`src/rtl/ucc_pkg.sv`:
```
// Constants, field layouts and carrier types of the serial control block.
// Assumes one 20 MHz ref_clk domain and word-aligned AHB-Lite register access.
package ucc_pkg;

	// Register indices; byte address is four times the index
	localparam logic [7:0] IDX_STATUS    = 8'h04;
	localparam logic [7:0] IDX_IRQ_EN    = 8'h05;
	localparam logic [7:0] IDX_RXTX_EN   = 8'h06;
	localparam logic [7:0] IDX_FRAME_FMT = 8'h07;

	// Values after reset
	localparam logic [7:0] RST_IRQ_EN    = 8'h00;
	localparam logic [7:0] RST_RXTX_EN   = 8'h00;
	localparam logic [7:0] RST_FRAME_FMT = 8'h03;
	localparam logic [4:0] RST_FLAGS     = 5'h04;

	// Writable bits; reserved bits read as zero
	localparam logic [7:0] WMASK_IRQ_EN    = 8'hFD;
	localparam logic [7:0] WMASK_RXTX_EN   = 8'hDF;
	localparam logic [7:0] WMASK_FRAME_FMT = 8'hFF;

	// Interrupt enable control fields
	localparam int unsigned POS_RX_DONE_IRQ_EN   = 7;
	localparam int unsigned POS_TX_DONE_IRQ_EN   = 6;
	localparam int unsigned POS_TX_EMPTY_IRQ_EN  = 5;
	localparam int unsigned POS_RX_START_IRQ_EN  = 4;
	localparam int unsigned POS_LOOPBACK_EN      = 3;
	localparam int unsigned POS_AUTOBAUD_ERR_EN  = 2;
	localparam int unsigned POS_RS485_EN         = 0;

	// Receive and transmit enables fields
	localparam int unsigned POS_RECEIVER_ON      = 7;
	localparam int unsigned POS_TRANSMITTER_ON   = 6;
	localparam int unsigned POS_FRAME_START_DET  = 4;
	localparam int unsigned POS_OPEN_DRAIN_EN    = 3;
	localparam int unsigned POS_RX_MODE_LSB      = 1;
	localparam int unsigned POS_MULTIPROC        = 0;

	// Frame format control fields
	localparam int unsigned POS_COMM_MODE_LSB    = 6;
	localparam int unsigned POS_PARITY_LSB       = 4;
	localparam int unsigned POS_STOP_BITS        = 3;
	localparam int unsigned POS_CHAR_SIZE_LSB    = 0;

	// Status flags sit in bits 7:3 of the status word
	localparam int unsigned POS_FLAGS_LSB        = 3;

	// Character size codes
	localparam logic [2:0] CHSZ_NINE_LOW  = 3'h6;
	localparam logic [2:0] CHSZ_NINE_HIGH = 3'h7;
	localparam logic [3:0] CHAR_BITS_MIN  = 4'h5;
	localparam logic [3:0] CHAR_BITS_8    = 4'h8;
	localparam logic [3:0] CHAR_BITS_9    = 4'h9;

	typedef enum logic [1:0] {
		RXM_NORMAL  = 2'h0,
		RXM_DOUBLE  = 2'h1,
		RXM_GENERIC = 2'h2,
		RXM_LIN     = 2'h3
	} ucc_rx_mode_t;

	typedef enum logic [1:0] {
		COMM_ASYNC    = 2'h0,
		COMM_SYNC     = 2'h1,
		COMM_INFRARED = 2'h2,
		COMM_HOST_SPI = 2'h3
	} ucc_comm_mode_t;

	typedef enum logic [1:0] {
		PAR_NONE     = 2'h0,
		PAR_RESERVED = 2'h1,
		PAR_EVEN     = 2'h2,
		PAR_ODD      = 2'h3
	} ucc_parity_t;

	// Events from the transceiver core, one-cycle pulses
	typedef struct packed {
		logic rxDone;
		logic txDone;
		logic txEmpty;
		logic rxStart;
		logic syncFieldErr;
	} ucc_evt_t;

	// Per-source interrupt requests, same order as the events
	typedef struct packed {
		logic rxDone;
		logic txDone;
		logic txEmpty;
		logic rxStart;
		logic autobaudErr;
	} ucc_irq_t;

	typedef struct packed {
		logic           receiverOn;
		logic           transmitterOn;
		logic           frameStartDetectEn;
		logic           openDrainEn;
		ucc_rx_mode_t   receiverModeSel;
		logic           doubleSpeed;
		logic           genericAutobaud;
		logic           linConstrainedAutobaud;
		logic           multiprocessorMode;
		logic           rs485En;
		logic           loopbackEn;
		ucc_comm_mode_t commModeSel;
		logic           syncMode;
		logic           infraredMode;
		logic           hostSpiMode;
		logic           frameLayoutValid;
		ucc_parity_t    paritySel;
		logic           parityEn;
		logic           parityOdd;
		logic           parityReserved;
		logic           stopBitsSel;
		logic [3:0]     charBits;
		logic           nineBitLowFirst;
		logic           charSizeReserved;
	} ucc_cfg_t;

endpackage : ucc_pkg

```
`src/rtl/ucc_sync2.sv`:
```
// Two-flop synchroniser for one asynchronous level.
// Assumes the level is slow compared with the clock.
`timescale 1ns/1ps
`default_nettype none
module ucc_sync2 (
	input  wire logic clk,
	input  wire logic srst,
	input  wire logic async,
	output logic      synced
);
	logic stage1;
	logic next_stage1;
	logic next_synced;

	// Stage one is read only by stage two
	always_comb begin
		next_stage1 = async;
		next_synced = stage1;
	end

	always_ff @(posedge clk) begin
		if (srst) begin
			stage1 <= 1'b1;
			synced <= 1'b1;
		end else begin
			stage1 <= next_stage1;
			synced <= next_synced;
		end
	end
endmodule : ucc_sync2
`default_nettype wire

```
`src/rtl/ucc_sticky_flag.sv`:
```
// One sticky status flag: set by a pulse, cleared by writing a one.
// Assumes set and clear pulses come from the same clock domain.
`timescale 1ns/1ps
`default_nettype none
module ucc_sticky_flag #(
	parameter logic RESET_VAL = 1'b0
) (
	input  wire logic clk,
	input  wire logic srst,
	input  wire logic setPulse,
	input  wire logic clrPulse,
	output logic      nextFlag,
	output logic      flag
);
	// Set wins so an event in the clearing cycle survives
	always_comb begin
		if (setPulse) begin
			nextFlag = 1'b1;
		end else if (clrPulse) begin
			nextFlag = 1'b0;
		end else begin
			nextFlag = flag;
		end
	end

	always_ff @(posedge clk) begin
		if (srst) begin
			flag <= RESET_VAL;
		end else begin
			flag <= nextFlag;
		end
	end
endmodule : ucc_sticky_flag
`default_nettype wire

```
`src/rtl/ucc_usart_control_config.sv`:
```
// Control and configuration registers of a serial transceiver, AHB-Lite slave.
// Assumes a transceiver core on ref_clk supplies event pulses and the transmit bit.
// How it works
// - Receive-complete request is enable bit 7 and its flag both set.
// - Transmit-complete request is enable bit 6 and its flag both set.
// - Data-empty request is enable bit 5 and its flag both set.
// - Receive-start request is enable bit 4 and its flag both set.
// - Loop-back bit 3 feeds receiver from own transmit line, ignores receive pin.
// - Auto-baud error request is enable bit 2 and sync error flag set.
// - Bit 0 of the first control register turns RS-485 operation on.
// - Receiver runs only while second control bit 7 is one.
// - Transmitter runs only while second control bit 6 is one.
// - Second control bit 4 turns start-of-frame detection on.
// - Second control bit 3 selects open-drain drive, else push-pull.
// - Receiver mode bits 2:1: normal, double speed, generic or LIN auto-baud.
// - Second control bit 0 turns multiprocessor mode on.
// - Third control bits 7:6: asynchronous, synchronous, infrared, host SPI.
// - Parity, stop and size layout holds in every mode but host SPI.
// - Parity bits 5:4: none, reserved, even, odd.
// - Bit 3 gives one or two transmitted stop bits; receiver ignores it.
// - Size bits 2:0: five to eight bits, or nine low or high first.
//
// Decided for this implementation: the AHB-Lite slave port.
`timescale 1ns/1ps
`default_nettype none
module ucc_usart_control_config (
	input  wire logic            ref_clk,
	input  wire logic            srst,
	input  wire logic            hsel,
	input  wire logic [31:0]     haddr,
	input  wire logic [1:0]      htrans,
	input  wire logic            hwrite,
	input  wire logic [2:0]      hsize,
	input  wire logic [31:0]     hwdata,
	input  wire logic            hready,
	output logic      [31:0]     hrdata,
	output logic                 hreadyout,
	output logic                 hresp,
	input  wire ucc_pkg::ucc_evt_t events,
	input  wire logic            txBit,
	input  wire logic            rxPin,
	output logic                 txPin,
	output logic                 txPinOeN,
	output logic                 rxToReceiver,
	output var ucc_pkg::ucc_cfg_t cfg,
	output var ucc_pkg::ucc_irq_t irqReq,
	output logic                 irq
);
	import ucc_pkg::*;

	logic [7:0]     interrupt_enable_control;
	logic [7:0]     receive_transmit_enables;
	logic [7:0]     frame_format_control;
	logic [7:0]     next_interrupt_enable_control;
	logic [7:0]     next_receive_transmit_enables;
	logic [7:0]     next_frame_format_control;
	logic           wrPend;
	logic           next_wrPend;
	logic [7:0]     wrIdx;
	logic [7:0]     next_wrIdx;
	logic [31:0]    next_hrdata;
	logic           next_hreadyout;
	logic           next_hresp;
	logic [4:0]     flagSet;
	logic [4:0]     flagClr;
	logic [4:0]     flags;
	logic [4:0]     nextFlags;
	logic [4:0]     nextEnables;
	ucc_irq_t       next_irqReq;
	logic           next_irq;
	ucc_cfg_t       next_cfg;
	logic           rxPinSync;
	logic           txLevel;
	logic           next_txPin;
	logic           next_txPinOeN;
	logic           next_rxToReceiver;
	logic           addrOk;
	logic           addrPhase;
	// Write strobes and event qualifiers
	logic           wordAccess;
	logic           wrStatus;
	logic           wrIrqEn;
	logic           wrRxTxEn;
	logic           wrFrameFmt;
	logic [7:0]     wrByte;
	logic           rxAllowed;
	logic           txAllowed;
	logic           startAllowed;
	logic           syncErrAllowed;

	// Register image for reads, zeros outside the map
	function automatic logic [7:0] readMux(
		input logic [7:0] idx,
		input logic [7:0] a,
		input logic [7:0] b,
		input logic [7:0] c,
		input logic [4:0] f
	);
		logic [7:0] val;
		val = 8'h00;
		case (idx)
			IDX_STATUS: val = {f, 3'h0};
			IDX_IRQ_EN:    val = a;
			IDX_RXTX_EN:   val = b;
			IDX_FRAME_FMT: val = c;
			default:    val = 8'h00;
		endcase
		return val;
	endfunction : readMux

	// Decode the three control registers into named configuration
	function automatic ucc_cfg_t decodeCfg(
		input logic [7:0] a,
		input logic [7:0] b,
		input logic [7:0] c
	);
		ucc_cfg_t   d;
		logic [2:0] size;
		d = '0;
		size = c[POS_CHAR_SIZE_LSB +: 3];
		d.rs485En            = a[POS_RS485_EN];
		d.loopbackEn         = a[POS_LOOPBACK_EN];
		d.receiverOn         = b[POS_RECEIVER_ON];
		d.transmitterOn      = b[POS_TRANSMITTER_ON];
		d.frameStartDetectEn = b[POS_FRAME_START_DET];
		d.openDrainEn        = b[POS_OPEN_DRAIN_EN];
		d.multiprocessorMode = b[POS_MULTIPROC];
		d.receiverModeSel    = ucc_rx_mode_t'(b[POS_RX_MODE_LSB +: 2]);
		d.doubleSpeed            = d.receiverModeSel == RXM_DOUBLE;
		d.genericAutobaud        = d.receiverModeSel == RXM_GENERIC;
		d.linConstrainedAutobaud = d.receiverModeSel == RXM_LIN;
		d.commModeSel   = ucc_comm_mode_t'(c[POS_COMM_MODE_LSB +: 2]);
		d.syncMode      = d.commModeSel == COMM_SYNC;
		d.infraredMode  = d.commModeSel == COMM_INFRARED;
		d.hostSpiMode   = d.commModeSel == COMM_HOST_SPI;
		// Host SPI reuses these bits for other fields, so frame outputs stay zero
		d.frameLayoutValid = !d.hostSpiMode;
		if (d.frameLayoutValid) begin
			d.paritySel      = ucc_parity_t'(c[POS_PARITY_LSB +: 2]);
			d.parityEn       = d.paritySel == PAR_EVEN || d.paritySel == PAR_ODD;
			d.parityOdd      = d.paritySel == PAR_ODD;
			d.parityReserved = d.paritySel == PAR_RESERVED;
			// Only the transmitter looks at the stop bit count
			d.stopBitsSel    = c[POS_STOP_BITS];
			case (size)
				CHSZ_NINE_LOW: begin
					d.charBits        = CHAR_BITS_9;
					d.nineBitLowFirst = 1'b1;
				end
				CHSZ_NINE_HIGH: begin
					d.charBits        = CHAR_BITS_9;
				end
				default: begin
					if (size[2]) begin
						// Reserved sizes fall back to eight bits
						d.charBits         = CHAR_BITS_8;
						d.charSizeReserved = 1'b1;
					end else begin
						d.charBits = CHAR_BITS_MIN + {2'h0, size[1:0]};
					end
				end
			endcase
		end
		return d;
	endfunction : decodeCfg

	// Bus slave and control registers
	always_comb begin
		addrOk      = haddr[31:10] == 22'h0 && haddr[1:0] == 2'h0;
		addrPhase   = hsel && hready && htrans[1];
		// Only whole-word stores land; a narrow one would leave a byte half written
		wordAccess  = hsize == 3'h2;
		wrByte      = hwdata[7:0];
		wrStatus    = wrPend && wrIdx == IDX_STATUS;
		wrIrqEn     = wrPend && wrIdx == IDX_IRQ_EN;
		wrRxTxEn    = wrPend && wrIdx == IDX_RXTX_EN;
		wrFrameFmt  = wrPend && wrIdx == IDX_FRAME_FMT;
		next_interrupt_enable_control  = interrupt_enable_control;
		next_receive_transmit_enables  = receive_transmit_enables;
		next_frame_format_control  = frame_format_control;
		next_wrPend = 1'b0;
		next_wrIdx  = wrIdx;
		next_hrdata = hrdata;
		flagClr     = 5'h00;
		// Zero wait states and an OKAY response on every transfer
		next_hreadyout = 1'b1;
		next_hresp     = 1'b0;
		// Status is write-one-to-clear; zeros leave the flags alone
		if (wrStatus) begin
			flagClr = wrByte[POS_FLAGS_LSB +: 5];
		end
		if (wrIrqEn) begin
			next_interrupt_enable_control = wrByte & WMASK_IRQ_EN;
		end
		if (wrRxTxEn) begin
			next_receive_transmit_enables = wrByte & WMASK_RXTX_EN;
		end
		if (wrFrameFmt) begin
			next_frame_format_control = wrByte & WMASK_FRAME_FMT;
		end
		if (addrPhase) begin
			next_wrPend = hwrite && addrOk && wordAccess;
			next_wrIdx  = haddr[9:2];
			if (!hwrite) begin
				// Next control values forward a control-register write landing in this same cycle
				next_hrdata = 32'h0;
				if (addrOk) begin
					next_hrdata[7:0] = readMux(haddr[9:2], next_interrupt_enable_control, next_receive_transmit_enables,
						next_frame_format_control, flags);
				end
			end
		end
	end

	always_ff @(posedge ref_clk) begin
		if (srst) begin
			interrupt_enable_control     <= RST_IRQ_EN;
			receive_transmit_enables     <= RST_RXTX_EN;
			frame_format_control     <= RST_FRAME_FMT;
			wrPend    <= 1'b0;
			wrIdx     <= 8'h00;
			hrdata    <= 32'h0;
			hreadyout <= 1'b1;
			hresp     <= 1'b0;
		end else begin
			interrupt_enable_control     <= next_interrupt_enable_control;
			receive_transmit_enables     <= next_receive_transmit_enables;
			frame_format_control     <= next_frame_format_control;
			wrPend    <= next_wrPend;
			wrIdx     <= next_wrIdx;
			hrdata    <= next_hrdata;
			hreadyout <= next_hreadyout;
			hresp     <= next_hresp;
		end
	end

	// Event qualification; a disabled direction raises no done or start flag, but data-empty and sync error ignore the enables
	always_comb begin
		rxAllowed      = receive_transmit_enables[POS_RECEIVER_ON];
		txAllowed      = receive_transmit_enables[POS_TRANSMITTER_ON];
		startAllowed   = rxAllowed && receive_transmit_enables[POS_FRAME_START_DET]
			&& !cfg.hostSpiMode;
		// Only the two auto-baud modes measure a sync field
		syncErrAllowed = receive_transmit_enables[POS_RX_MODE_LSB + 1];
		flagSet[4] = events.rxDone && rxAllowed;
		flagSet[3] = events.txDone && txAllowed;
		flagSet[2] = events.txEmpty;
		flagSet[1] = events.rxStart && startAllowed;
		flagSet[0] = events.syncFieldErr && syncErrAllowed;
	end

	generate
		for (genvar i = 0; i < 5; i++) begin : g_flag
			ucc_sticky_flag #(
				.RESET_VAL (RST_FLAGS[i])
			) u_flag (
				.clk      (ref_clk),
				.srst     (srst),
				.setPulse (flagSet[i]),
				.clrPulse (flagClr[i]),
				.nextFlag (nextFlags[i]),
				.flag     (flags[i])
			);
		end
	endgenerate

	// Requests follow the next state so they coincide with flag and enable
	always_comb begin
		nextEnables = {next_interrupt_enable_control[POS_RX_DONE_IRQ_EN], next_interrupt_enable_control[POS_TX_DONE_IRQ_EN],
			next_interrupt_enable_control[POS_TX_EMPTY_IRQ_EN], next_interrupt_enable_control[POS_RX_START_IRQ_EN],
			next_interrupt_enable_control[POS_AUTOBAUD_ERR_EN]};
		next_irqReq.rxDone      = nextFlags[4] && nextEnables[4];
		next_irqReq.txDone      = nextFlags[3] && nextEnables[3];
		next_irqReq.txEmpty     = nextFlags[2] && nextEnables[2];
		next_irqReq.rxStart     = nextFlags[1] && nextEnables[1];
		next_irqReq.autobaudErr = nextFlags[0] && nextEnables[0];
		// One level output, high while any unmasked flag is set
		next_irq = |next_irqReq;
	end

	always_ff @(posedge ref_clk) begin
		if (srst) begin
			irqReq <= '0;
			irq    <= 1'b0;
		end else begin
			irqReq <= next_irqReq;
			irq    <= next_irq;
		end
	end

	// Decoded from next values so a field changes at the edge its register does
	always_comb begin
		next_cfg = decodeCfg(next_interrupt_enable_control, next_receive_transmit_enables, next_frame_format_control);
	end

	always_ff @(posedge ref_clk) begin
		if (srst) begin
			cfg <= '0;
		end else begin
			cfg <= next_cfg;
		end
	end

	// Receive pin is asynchronous to ref_clk
	ucc_sync2 u_rx_sync (
		.clk    (ref_clk),
		.srst   (srst),
		.async  (rxPin),
		.synced (rxPinSync)
	);

	// Line drive and receiver input
	always_comb begin
		// An idle transmitter holds the line at mark
		txLevel = cfg.transmitterOn ? txBit : 1'b1;
		if (cfg.openDrainEn) begin
			// Open drain only pulls low; a one releases the line
			next_txPin    = !cfg.transmitterOn;
			next_txPinOeN = !cfg.transmitterOn || txLevel;
		end else begin
			next_txPin    = txLevel;
			next_txPinOeN = !cfg.transmitterOn;
		end
		if (!cfg.receiverOn) begin
			next_rxToReceiver = 1'b1;
		end else if (cfg.loopbackEn) begin
			next_rxToReceiver = txLevel;
		end else begin
			next_rxToReceiver = rxPinSync;
		end
	end

	always_ff @(posedge ref_clk) begin
		if (srst) begin
			txPin        <= 1'b1;
			txPinOeN     <= 1'b1;
			rxToReceiver <= 1'b1;
		end else begin
			txPin        <= next_txPin;
			txPinOeN     <= next_txPinOeN;
			rxToReceiver <= next_rxToReceiver;
		end
	end

endmodule : ucc_usart_control_config
`default_nettype wire

```
`config.mk`:
```
export PLATFORM = sky130hd
export DESIGN_NAME = ucc_usart_control_config
export DESIGN_NICKNAME = d
export VERILOG_FILES = /design/src/rtl/ucc_pkg.sv /design/src/rtl/ucc_sync2.sv /design/src/rtl/ucc_sticky_flag.sv /design/src/rtl/ucc_usart_control_config.sv
export SDC_FILE = /design/constraint.sdc
export NUM_CORES = 1
export LEC_CHECK = 0
export BUFFER_PORTS_ARGS = -buffer_cell sky130_fd_sc_hd__buf_2
export CELL_PAD_IN_SITES_DETAIL_PLACEMENT = 0
export CELL_PAD_IN_SITES_GLOBAL_PLACEMENT = 1
export CORE_ASPECT_RATIO = 1.2
export CORE_UTILIZATION = 33
export DETAILED_ROUTE_END_ITERATION = 7
export HOLD_SLACK_MARGIN = 0.02
export PLACE_DENSITY = 0.79
export SETUP_SLACK_MARGIN = 0.02
export SLEW_MARGIN = 20
export SYNTH_ARGS = -nofsm -noshare
export SYNTH_HDL_FRONTEND = slang
export SYNTH_SLANG_ARGS = --single-unit
```
`constraint.sdc`:
```
create_clock -name ref_clk -period 3.4 [get_ports ref_clk]
set_clock_uncertainty 0.05 [all_clocks]
set_input_delay 0 -clock ref_clk [delete_from_list [all_inputs] [get_ports ref_clk]]
set_output_delay 0 -clock ref_clk [all_outputs]
set_load 0.1 [all_outputs]
```
==> results by group, run 1 <==
Clock network
  – Clock buffer depth: 2
  – CTS tree: done
  – Clock buffer count from CTS: 9
  – CTS root buf: clkbuf_16
  – Reg clk slew, reported paths: 0.06 ns
  – CTS H-tree lvls: 3
  – Clk sink count: 75
  – Clock Latency Late Sink: 0.33 ns

STA
  – Slew Viols, Final: 0
  – Setup TNS Final: 0 ns
  – RSZ-0062 raised after global routing: no
  – Hold_ws: 0.05468 ns
  – Crit share post-route: 79.09%
  – Max-Slew Margin vs Limit: 32.16%
  – Final Hold Viols: 0
  – Final setup violation count: 0
  – Max Freq: 371.9 MHz
  – Worst slew pin tran: 1.018 ns
  – Min cycle time layout: 2.689 ns

Route
  – Final ANT Viol Nets: 0
  – Routed vias/inst: 4.823
  – Highest metal used: met4
  – Iteration-0 DRC Markers: 169
  – DRT Wirelength: 8.260 mm
  – First-pass iteration count of the detailed router: 4
  – DRC errors left: 0
  – M1 WL: 3.468 mm
  – Via count: 2,860
  – Metal2 WL: 4.216 mm
  – WL/cell: 13.93 µm
  – DR WL met3: 477 µm

Global routing
  – Vias in the first global route: 2,661
  – GRT Overall Usage: 16.56%
  – Initial antenna violation count: 0
  – Grt total ovfl: 0
  – Largest net degree at the start of global routing: 57
  – First-pass GRT wire length: 13.17 mm

Synthesis
  – Post-synth EDFFs: 0
  – Post-synthesis sequential area ratio: 45.73%
  – Synth Flop Type: dfxtp_1
  – Synth area leader: dfxtp_1
  – Top cells by area, synth: dfxtp_1 46%, buf_4 8.7%, mux2i_1 5.2%, nand2_1 3.8%, a21oi_1 2.9%
  – Synth Warn #: 0
  – Async SR Flop Fraction: 0%
  – Cell count after synthesis: 350
  – Top-area cell type share of the netlist area: 45.73%
  – Avg Cell Area, Syn: 9.380 µm²
  – Post-Synthesis Cell Area: 3283 µm²
  – Synthesized flop and latch total: 75
  – Yosys cell types: 54

Place
  – Placed inst area: 3715 µm²
  – GP Congestion: 0.7631
  – HPWL Detailed: 6.184 mm
  – Dpl cells: 552
  – PortBufs: 102

Worst setup path
  – CP endpoint kind: flip-flop
  – Worst-path fanout max: 6
  – Flop-to-flop setup slack: 0.71 ns
  – Worst Path Arrival: 2.81 ns
  – WS Path Type: reg2reg
  – Startpoint class of the critical path: flip-flop
  – R2r endpoint: hrdata[1]
  – R2R Path Start: wrIdx[7]
  – CP max-delay cell: or4b_1
  – CP peak stage delay: 0.71 ns
  – Crit path cell chain: or4b_1 -> nor4_4 -> buf_4 -> mux2i_1 -> o221a_2 -> a211oi_1
  – Critical Path RT: 3.52 ns
  – R2r worst-path depth: 6

Die
  – Die footprint: 10,350 µm²
  – IO Pins: 154
  – Core Area: 9613 µm²
  – Core Rows: 39
  – Starting Density: 34.15%
  – Die Y-Extent: 111.3 µm
  – Die span in x: 93.06 µm

Final layout
  – Layout cells sized above 1: 29.57%
  – # nets final: 548
  – Area grow syn2layout: 30.79%
  – Fin area: 4294 µm²
  – Non-Filler Instances: 593
  – Ant. Diodes: 0

Run
  – Max-Cap Viols: 0

Power
  – Static leakage: 1.862 nW
  – Maximum vdd drop: 204.6 µV
  – PD cells: 497.7 nW/µm²
  – Total power: 2.137 mW

Min path
  – Hold Crit Endpoint: interrupt_enable_control[6]
  – Hold path cells: 3
  – Worst min-delay path startpoint: hwdata[6]
  – Worst Hold Class: in2reg

Status
  – Run status: finished, final reports clean
[final cells by class]
class | count | area, µm²
Clock buffer | 12 | 256.5
Clock inverter | 4 | 72.57
Fill cell | 928 | 5319
Inverter | 12 | 45.04
Multi-Input combinational cell | 235 | 1466
Sequential cell | 75 | 1501
Tap cell | 123 | 153.9
Timing Repair Buffer | 132 | 798.3
[metal layers]
metal / vias up / GRT usage (%)
met2: 119 / 28.82
met4: 0 / 6.051
li1: 1410 / -
met1: 1324 / 19.56
met5: - / 0
met3: 7 / 3.772
[cell families after synthesis]
kind of cell / Yosys count / share of synthesized area, %
and+or+nand+nor: 128 / 21.72
DFF: 75 / 45.73
buffers and inverters: 64 / 12.35
AOI/OAI and AO/OA: 57 / 12.31
muxes: 22 / 6.898
adders and majority gates: 2 / 0.7621
other: 2 / 0.2287
[through the flow]
stage                     utilization [%]  setup WS, ns
after floorplan                         -        0.9842
after global placement              38.64        0.7776
after detailed placement            38.64        0.6952
after CTS                           44.67        0.7013
after global routing                44.67        0.5142
final                               44.67        0.7109
[power by group]
part	leakage (nW)	total (mW)	switching, mW	internal, mW
clock network	0.159	1.02	0.338	0.681
logic	1.10	0.230	0.181	0.0492
registers	0.606	0.889	0.00385	0.885
[placed cells by master, fill, tap and decap left out, drive strengths merged, types with 2 or more instances in the layout]
master	netlist	final
a211oi	2	2
a21oi	19	19
a221oi	6	6
a222oi	4	4
a22oi	2	2
and2	6	6
and3	4	4
buf	43	107
bufinv	0	2
clkbuf	9	12
conb	2	26
dfxtp	75	75
dlygate4sd3	0	25
ha	2	2
inv	12	12
mux2	5	5
mux2i	17	17
nand2	33	33
nand2b	6	6
nand3	10	10
nand3b	2	2
nand4	3	3
nand4b	2	2
nor2	21	21
nor2b	9	9
nor3	8	8
nor3b	3	3
nor4	9	9
nor4b	3	3
o21a	2	2
o21ai	5	5
o22a	4	4
o22ai	4	4
o311ai	2	2
or2	2	2
or3	2	2
or4b	2	2
[sequential cells by signal, summed over array words and instances, names as in the netlist]
register                  cells
irqReq                        5
irq                           1
txPinOeN                      1
interrupt_enable_control      8
receive_transmit_enables      8
frame_format_control          8
wrPend                        1
u_rx_sync.next_synced         1
u_rx_sync.synced              1
txPin                         1
g_flag.u_flag.flag            5
cfg                          18
hrdata                        8
wrIdx                         8
rxToReceiver                  1
[worst max-delay path by stage]
stage             start        end  cells past startpoint
5_1_grt        wrIdx[7]     cfg[0]                      6
6_report       wrIdx[7]  hrdata[1]                      6
3_5_place_dp   wrIdx[7]  hrdata[1]                      6
3_3_place_gp   wrIdx[7]  hrdata[1]                      6
4_1_cts        wrIdx[7]  hrdata[1]                      6
2_1_floorplan  wrIdx[7]  hrdata[7]                      6
[synth_stat cells, drive strengths merged, types with 5 or more instances]
library cell	instances
a21oi	19
a221oi	6
and2	6
buf	43
clkbuf	9
dfxtp	75
inv	12
mux2	5
mux2i	17
nand2	33
nand2b	6
nand3	10
nor2	21
nor2b	9
nor3	8
nor4	9
o21ai	5
[critical path, delay by kind of cell, from the launching register on]
family	cells	cell delay [ns]
buf+inv	1	0.25
mux	1	0.42
flops	1	0.31
compound gates	2	0.32
simple gates	2	1.18
[repair_timing]
item,CTS,global route
endpoints found under the hold margin,30,0
hold buffers,25,0
setup buffers,0,0
gates resized for setup,0,0
Power figures use the tool's default switching activity.
==> run 2, diff against run 1 <==
--- a/config.mk
+++ b/config.mk
@@ -5,14 +5,15 @@
 export SDC_FILE = /design/constraint.sdc
 export NUM_CORES = 1
 export LEC_CHECK = 0
+export ABC_AREA = 1
 export BUFFER_PORTS_ARGS = -buffer_cell sky130_fd_sc_hd__buf_2
 export CELL_PAD_IN_SITES_DETAIL_PLACEMENT = 0
 export CELL_PAD_IN_SITES_GLOBAL_PLACEMENT = 1
 export CORE_ASPECT_RATIO = 1.2
-export CORE_UTILIZATION = 33
+export CORE_UTILIZATION = 29
 export DETAILED_ROUTE_END_ITERATION = 7
 export HOLD_SLACK_MARGIN = 0.02
-export PLACE_DENSITY = 0.79
+export PLACE_DENSITY = 0.76
 export SETUP_SLACK_MARGIN = 0.02
 export SLEW_MARGIN = 20
 export SYNTH_ARGS = -nofsm -noshare
==> constraint.sdc (replaced) <==
create_clock -name ref_clk -period 2.4 [get_ports ref_clk]
set_clock_uncertainty 0.05 [all_clocks]
set_input_delay 0 -clock ref_clk [delete_from_list [all_inputs] [get_ports ref_clk]]
set_output_delay 0 -clock ref_clk [all_outputs]
set_load 0.1 [all_outputs]
==> run 2 against run 1 <==
Against the previous run: synthesized cell count is 40% higher; clock power is 27% higher; largest cell class is now multi-input combinational cells; highest routed layer unchanged; setup slack worse by 0.47 ns; register-to-register slack worse by 0.42 ns; wire length is 8.6% higher; worst hold slack worse by 0.0019 ns; cell area is 5.3% higher; critical path type is now in2reg.
==> results by group, run 2 <==
Worst setup path
  – Worst Path Arrival: 2.33 ns (was 2.81 ns)
  – Worst-path fanout max: 24 (was 6)
  – Worst Setup SP: srst (was wrIdx[7])
  – Startpoint class of the critical path: input pin (was flip-flop)
  – Critical Path RT: 2.57 ns (was 3.52 ns)
  – WS Path Type: in2reg (was reg2reg)
  – CP endpoint kind: flip-flop (unchanged)
  – R2R Path Start: wrIdx[5] (was wrIdx[7])

Power
  – Static leakage: 2.274 nW (was 1.862 nW)
  – Switch share: 26.18% (was 24.46%)
  – Clock power frac: 44.9% (was 47.6%)
  – PD cells: 642.3 nW/µm² (was 497.7 nW/µm²)
  – Cell Int Power: 2.145 mW (was 1.615 mW)
  – Comb pwr share: 11.8% (was 10.8%)
  – Seq pwr share: 43.4% (was 41.6%)
  – Net switching power: 0.7607 mW (was 0.5227 mW)
  – Maximum vdd drop: 295.2 µV (was 204.6 µV)

Final layout
  – Most common cell after layout, fill and taps aside: nand2_1 (was buf_2)
  – Most frequent cells in the layout: 112 x nand2_1, 102 x buf_2, 75 x dfxtp_1, 62 x nand3_1, 60 x nor2_1 (was 102 x buf_2, 75 x dfxtp_1, 33 x nand2_1, 26 x conb_1, 25 x dlygate4sd3_1)
  – Max reg flops: 18 (unchanged)
  – # nets final: 693 (was 548)
  – Layout cells sized above 1: 23.49% (was 29.57%)
  – Ant. Diodes: 0 (unchanged)
  – Area grow syn2layout: 29.62% (was 30.79%)
  – Largest register by flop count: cfg (unchanged)

Global routing
  – Grt total ovfl: 0 (unchanged)
  – Largest net degree at the start of global routing: 28 (was 57)
  – First-pass GRT wire length: 14.06 mm (was 13.17 mm)
  – Initial antenna violation count: 0 (unchanged)
  – Vias in the first global route: 3,076 (was 2,661)
  – GRT Overall Usage: 15.17% (was 16.56%)

Clock network
  – Clock buffer depth: 2 (unchanged)
  – Clock buffer count from CTS: 9 (unchanged)
  – CTS tree: done (unchanged)
  – Reg clk slew, reported paths: 0.06 ns (about the same)
  – Clk sink count: 75 (unchanged)
  – Post-CTS Resized: 0 (unchanged)
  – CTS root buf: clkbuf_16 (unchanged)
  – CTS H-tree lvls: 3 (unchanged)
  – Clock Latency Late Sink: 0.34 ns (was 0.33 ns)

Min path
  – Worst Hold Class: in2reg (unchanged)
  – Worst min-delay path startpoint: hwdata[4] (was hwdata[6])

Synthesis
  – Most frequent cell after synthesis: nand2_1 (was dfxtp_1)
  – Cell count after synthesis: 491 (was 350)
  – Synth area leader: dfxtp_1 (unchanged)
  – Top-area cell type share of the netlist area: 43.03% (was 45.73%)
  – Async SR Flop Fraction: 0% (unchanged)
  – Synth Warn #: 0 (unchanged)
  – Post-Synthesis Cell Area: 3490 µm² (was 3283 µm²)
  – Top cells by area, synth: dfxtp_1 43%, nand2_1 12%, nand3_1 8.9%, buf_4 8.6%, nor2_1 6.5% (was dfxtp_1 46%, buf_4 8.7%, mux2i_1 5.2%, nand2_1 3.8%, a21oi_1 2.9%)
  – Avg Cell Area, Syn: 7.107 µm² (was 9.380 µm²)
  – Yosys cell types: 31 (was 54)
  – Commonest cells in the netlist: 112 x nand2_1, 75 x dfxtp_1, 62 x nand3_1 (was 75 x dfxtp_1, 38 x buf_4, 33 x nand2_1)
  – Synth Flop Type: dfxtp_1 (unchanged)
  – Post-synth EDFFs: 0 (unchanged)
  – Post-synthesis sequential area ratio: 43.03% (was 45.73%)
  – Synthesized flop and latch total: 75 (unchanged)

STA
  – Final Hold Viols: 0 (unchanged)
  – Max-Slew Margin vs Limit: 54.17% (was 32.16%)
  – Setup TNS Final: 0 ns (unchanged)
  – Crit share post-route: 89.76%
  – Worst slew pin tran: 0.6822 ns (was 1.018 ns)
  – Hold_ws: 0.05281 ns (was 0.05468 ns)
  – Crit path setup slack, layout: 0.2457 ns (was 0.7109 ns)
  – Slew Viols, Final: 0 (unchanged)
  – Min cycle time layout: 2.154 ns
  – RSZ-0062 raised after global routing: no (unchanged)
  – Max Freq: 464.2 MHz
  – Final setup violation count: 0 (unchanged)

Status
  – Run status: finished, final reports clean (unchanged)

Route
  – Iteration-0 DRC Markers: 143 (was 169)
  – Via count: 3,312 (was 2,860)
  – Final ANT Viol Nets: 0 (unchanged)
  – WL/cell: 11.65 µm (was 13.93 µm)
  – DRC errors left: 0 (unchanged)
  – First-pass iteration count of the detailed router: 4 (unchanged)
  – DRT Wirelength: 8.967 mm (was 8.260 mm)
  – Routed vias/inst: 4.301 (was 4.823)

Die
  – Die footprint: 12,480 µm² (was 10,350 µm²)
  – Core Rows: 43 (was 39)
  – IO Pins: 154 (unchanged)
  – Core Area: 11,620 µm² (was 9613 µm²)
  – Die Y-Extent: 122.2 µm (was 111.3 µm)
  – Starting Density: 30.03% (was 34.15%)
  – Die span in x: 102.1 µm (was 93.06 µm)

Run
  – Max-Cap Viols: 0 (unchanged)

Place
  – GP Congestion: 0.8328 (was 0.7631)
  – PortBufs: 102 (unchanged)
  – HPWL Detailed: 6.787 mm (was 6.184 mm)
  – Dpl ws: 0.5279 ns (was 0.6952 ns)
## run 2: cell count changes in the layout (fill, tap and decap cells not counted), sizes merged, moves of 8 or more
cell	change
o21ai	+8
nand3	+54
mux2i	-17
nor4	-9
nor2	+44
nor2b	-9
inv	+49
nand2	+86
## run 2: critical path, stage by stage
cell           delay (ns)
buf_2                0.42
clkinv_1             0.51
nand3_1              0.21
dlygate4sd3_1        0.56
nor3_1               0.05
dlygate4sd3_1        0.56
## run 2: metrics by stage
step	total power [mW]	instances	util [%]	cell area (µm²)
3_3_place_gp	1.601	729	34.16	3970
6_report	2.905	770	38.92	4523
4_1_cts	2.936	770	38.92	4523
2_1_floorplan	1.563	515	-	3580
5_1_grt	3.000	770	38.92	4523
3_5_place_dp	1.602	729	34.16	3970
## run 2: layout make-up
| type | count | area [µm²] |
|---|---|---|
| Clock buffer | 11 | 242.7 |
| Clock inverter | 3 | 40.04 |
| Fill cell | 1248 | 7098 |
| Inverter | 62 | 235.2 |
| Multi-Input combinational cell | 330 | 1504 |
| Sequential cell | 75 | 1501 |
| Tap cell | 157 | 196.4 |
| Timing Repair Buffer | 132 | 803.3 |
## run 2: kinds of logic after synthesis
family / after synthesis / share of synthesized area, %
AOI/OAI and AO/OA: 37 / 5.522
and+or+nand+nor: 265 / 34.06
buffers and inverters: 110 / 16.46
DFF: 75 / 43.03
other: 2 / 0.2152
adders and majority gates: 2 / 0.7170
## run 2: metal layers
metal | vias to the layer above | global-route usage (%) | wire length (µm)
li1 | 1702 | - | -
met1 | 1477 | 17.66 | 3986
met2 | 119 | 25.92 | 4257
met3 | 14 | 3.385 | 540
met4 | 0 | 7.500 | 183
met5 | - | 0 | 0
## run 2: power by group through the flow
stage	combinational, mW	clock [mW]	sequential, mW
floorplan	0.265	0	1.30
global placement	0.315	0	1.29
detailed placement	0.316	0	1.29
CTS	0.342	1.34	1.26
global route	0.361	1.38	1.26
finish	0.342	1.30	1.26
## run 2: worst paths after layout
kind,end,slack (ns),cells past startpoint
worst max register to register,g_flag[3].u_flag.flag,0.29,8
worst min register to register,u_rx_sync.synced,0.36,1
worst max-delay path,wrPend,0.25,6
worst min-delay path,receive_transmit_enables[4],0.05,5
## run 2: timing repair
| action | CTS | global route |
|---|---|---|
| setup buffers | 0 | 0 |
| hold buffers | 27 | 0 |
| hold endpoints to repair | 25 | 0 |
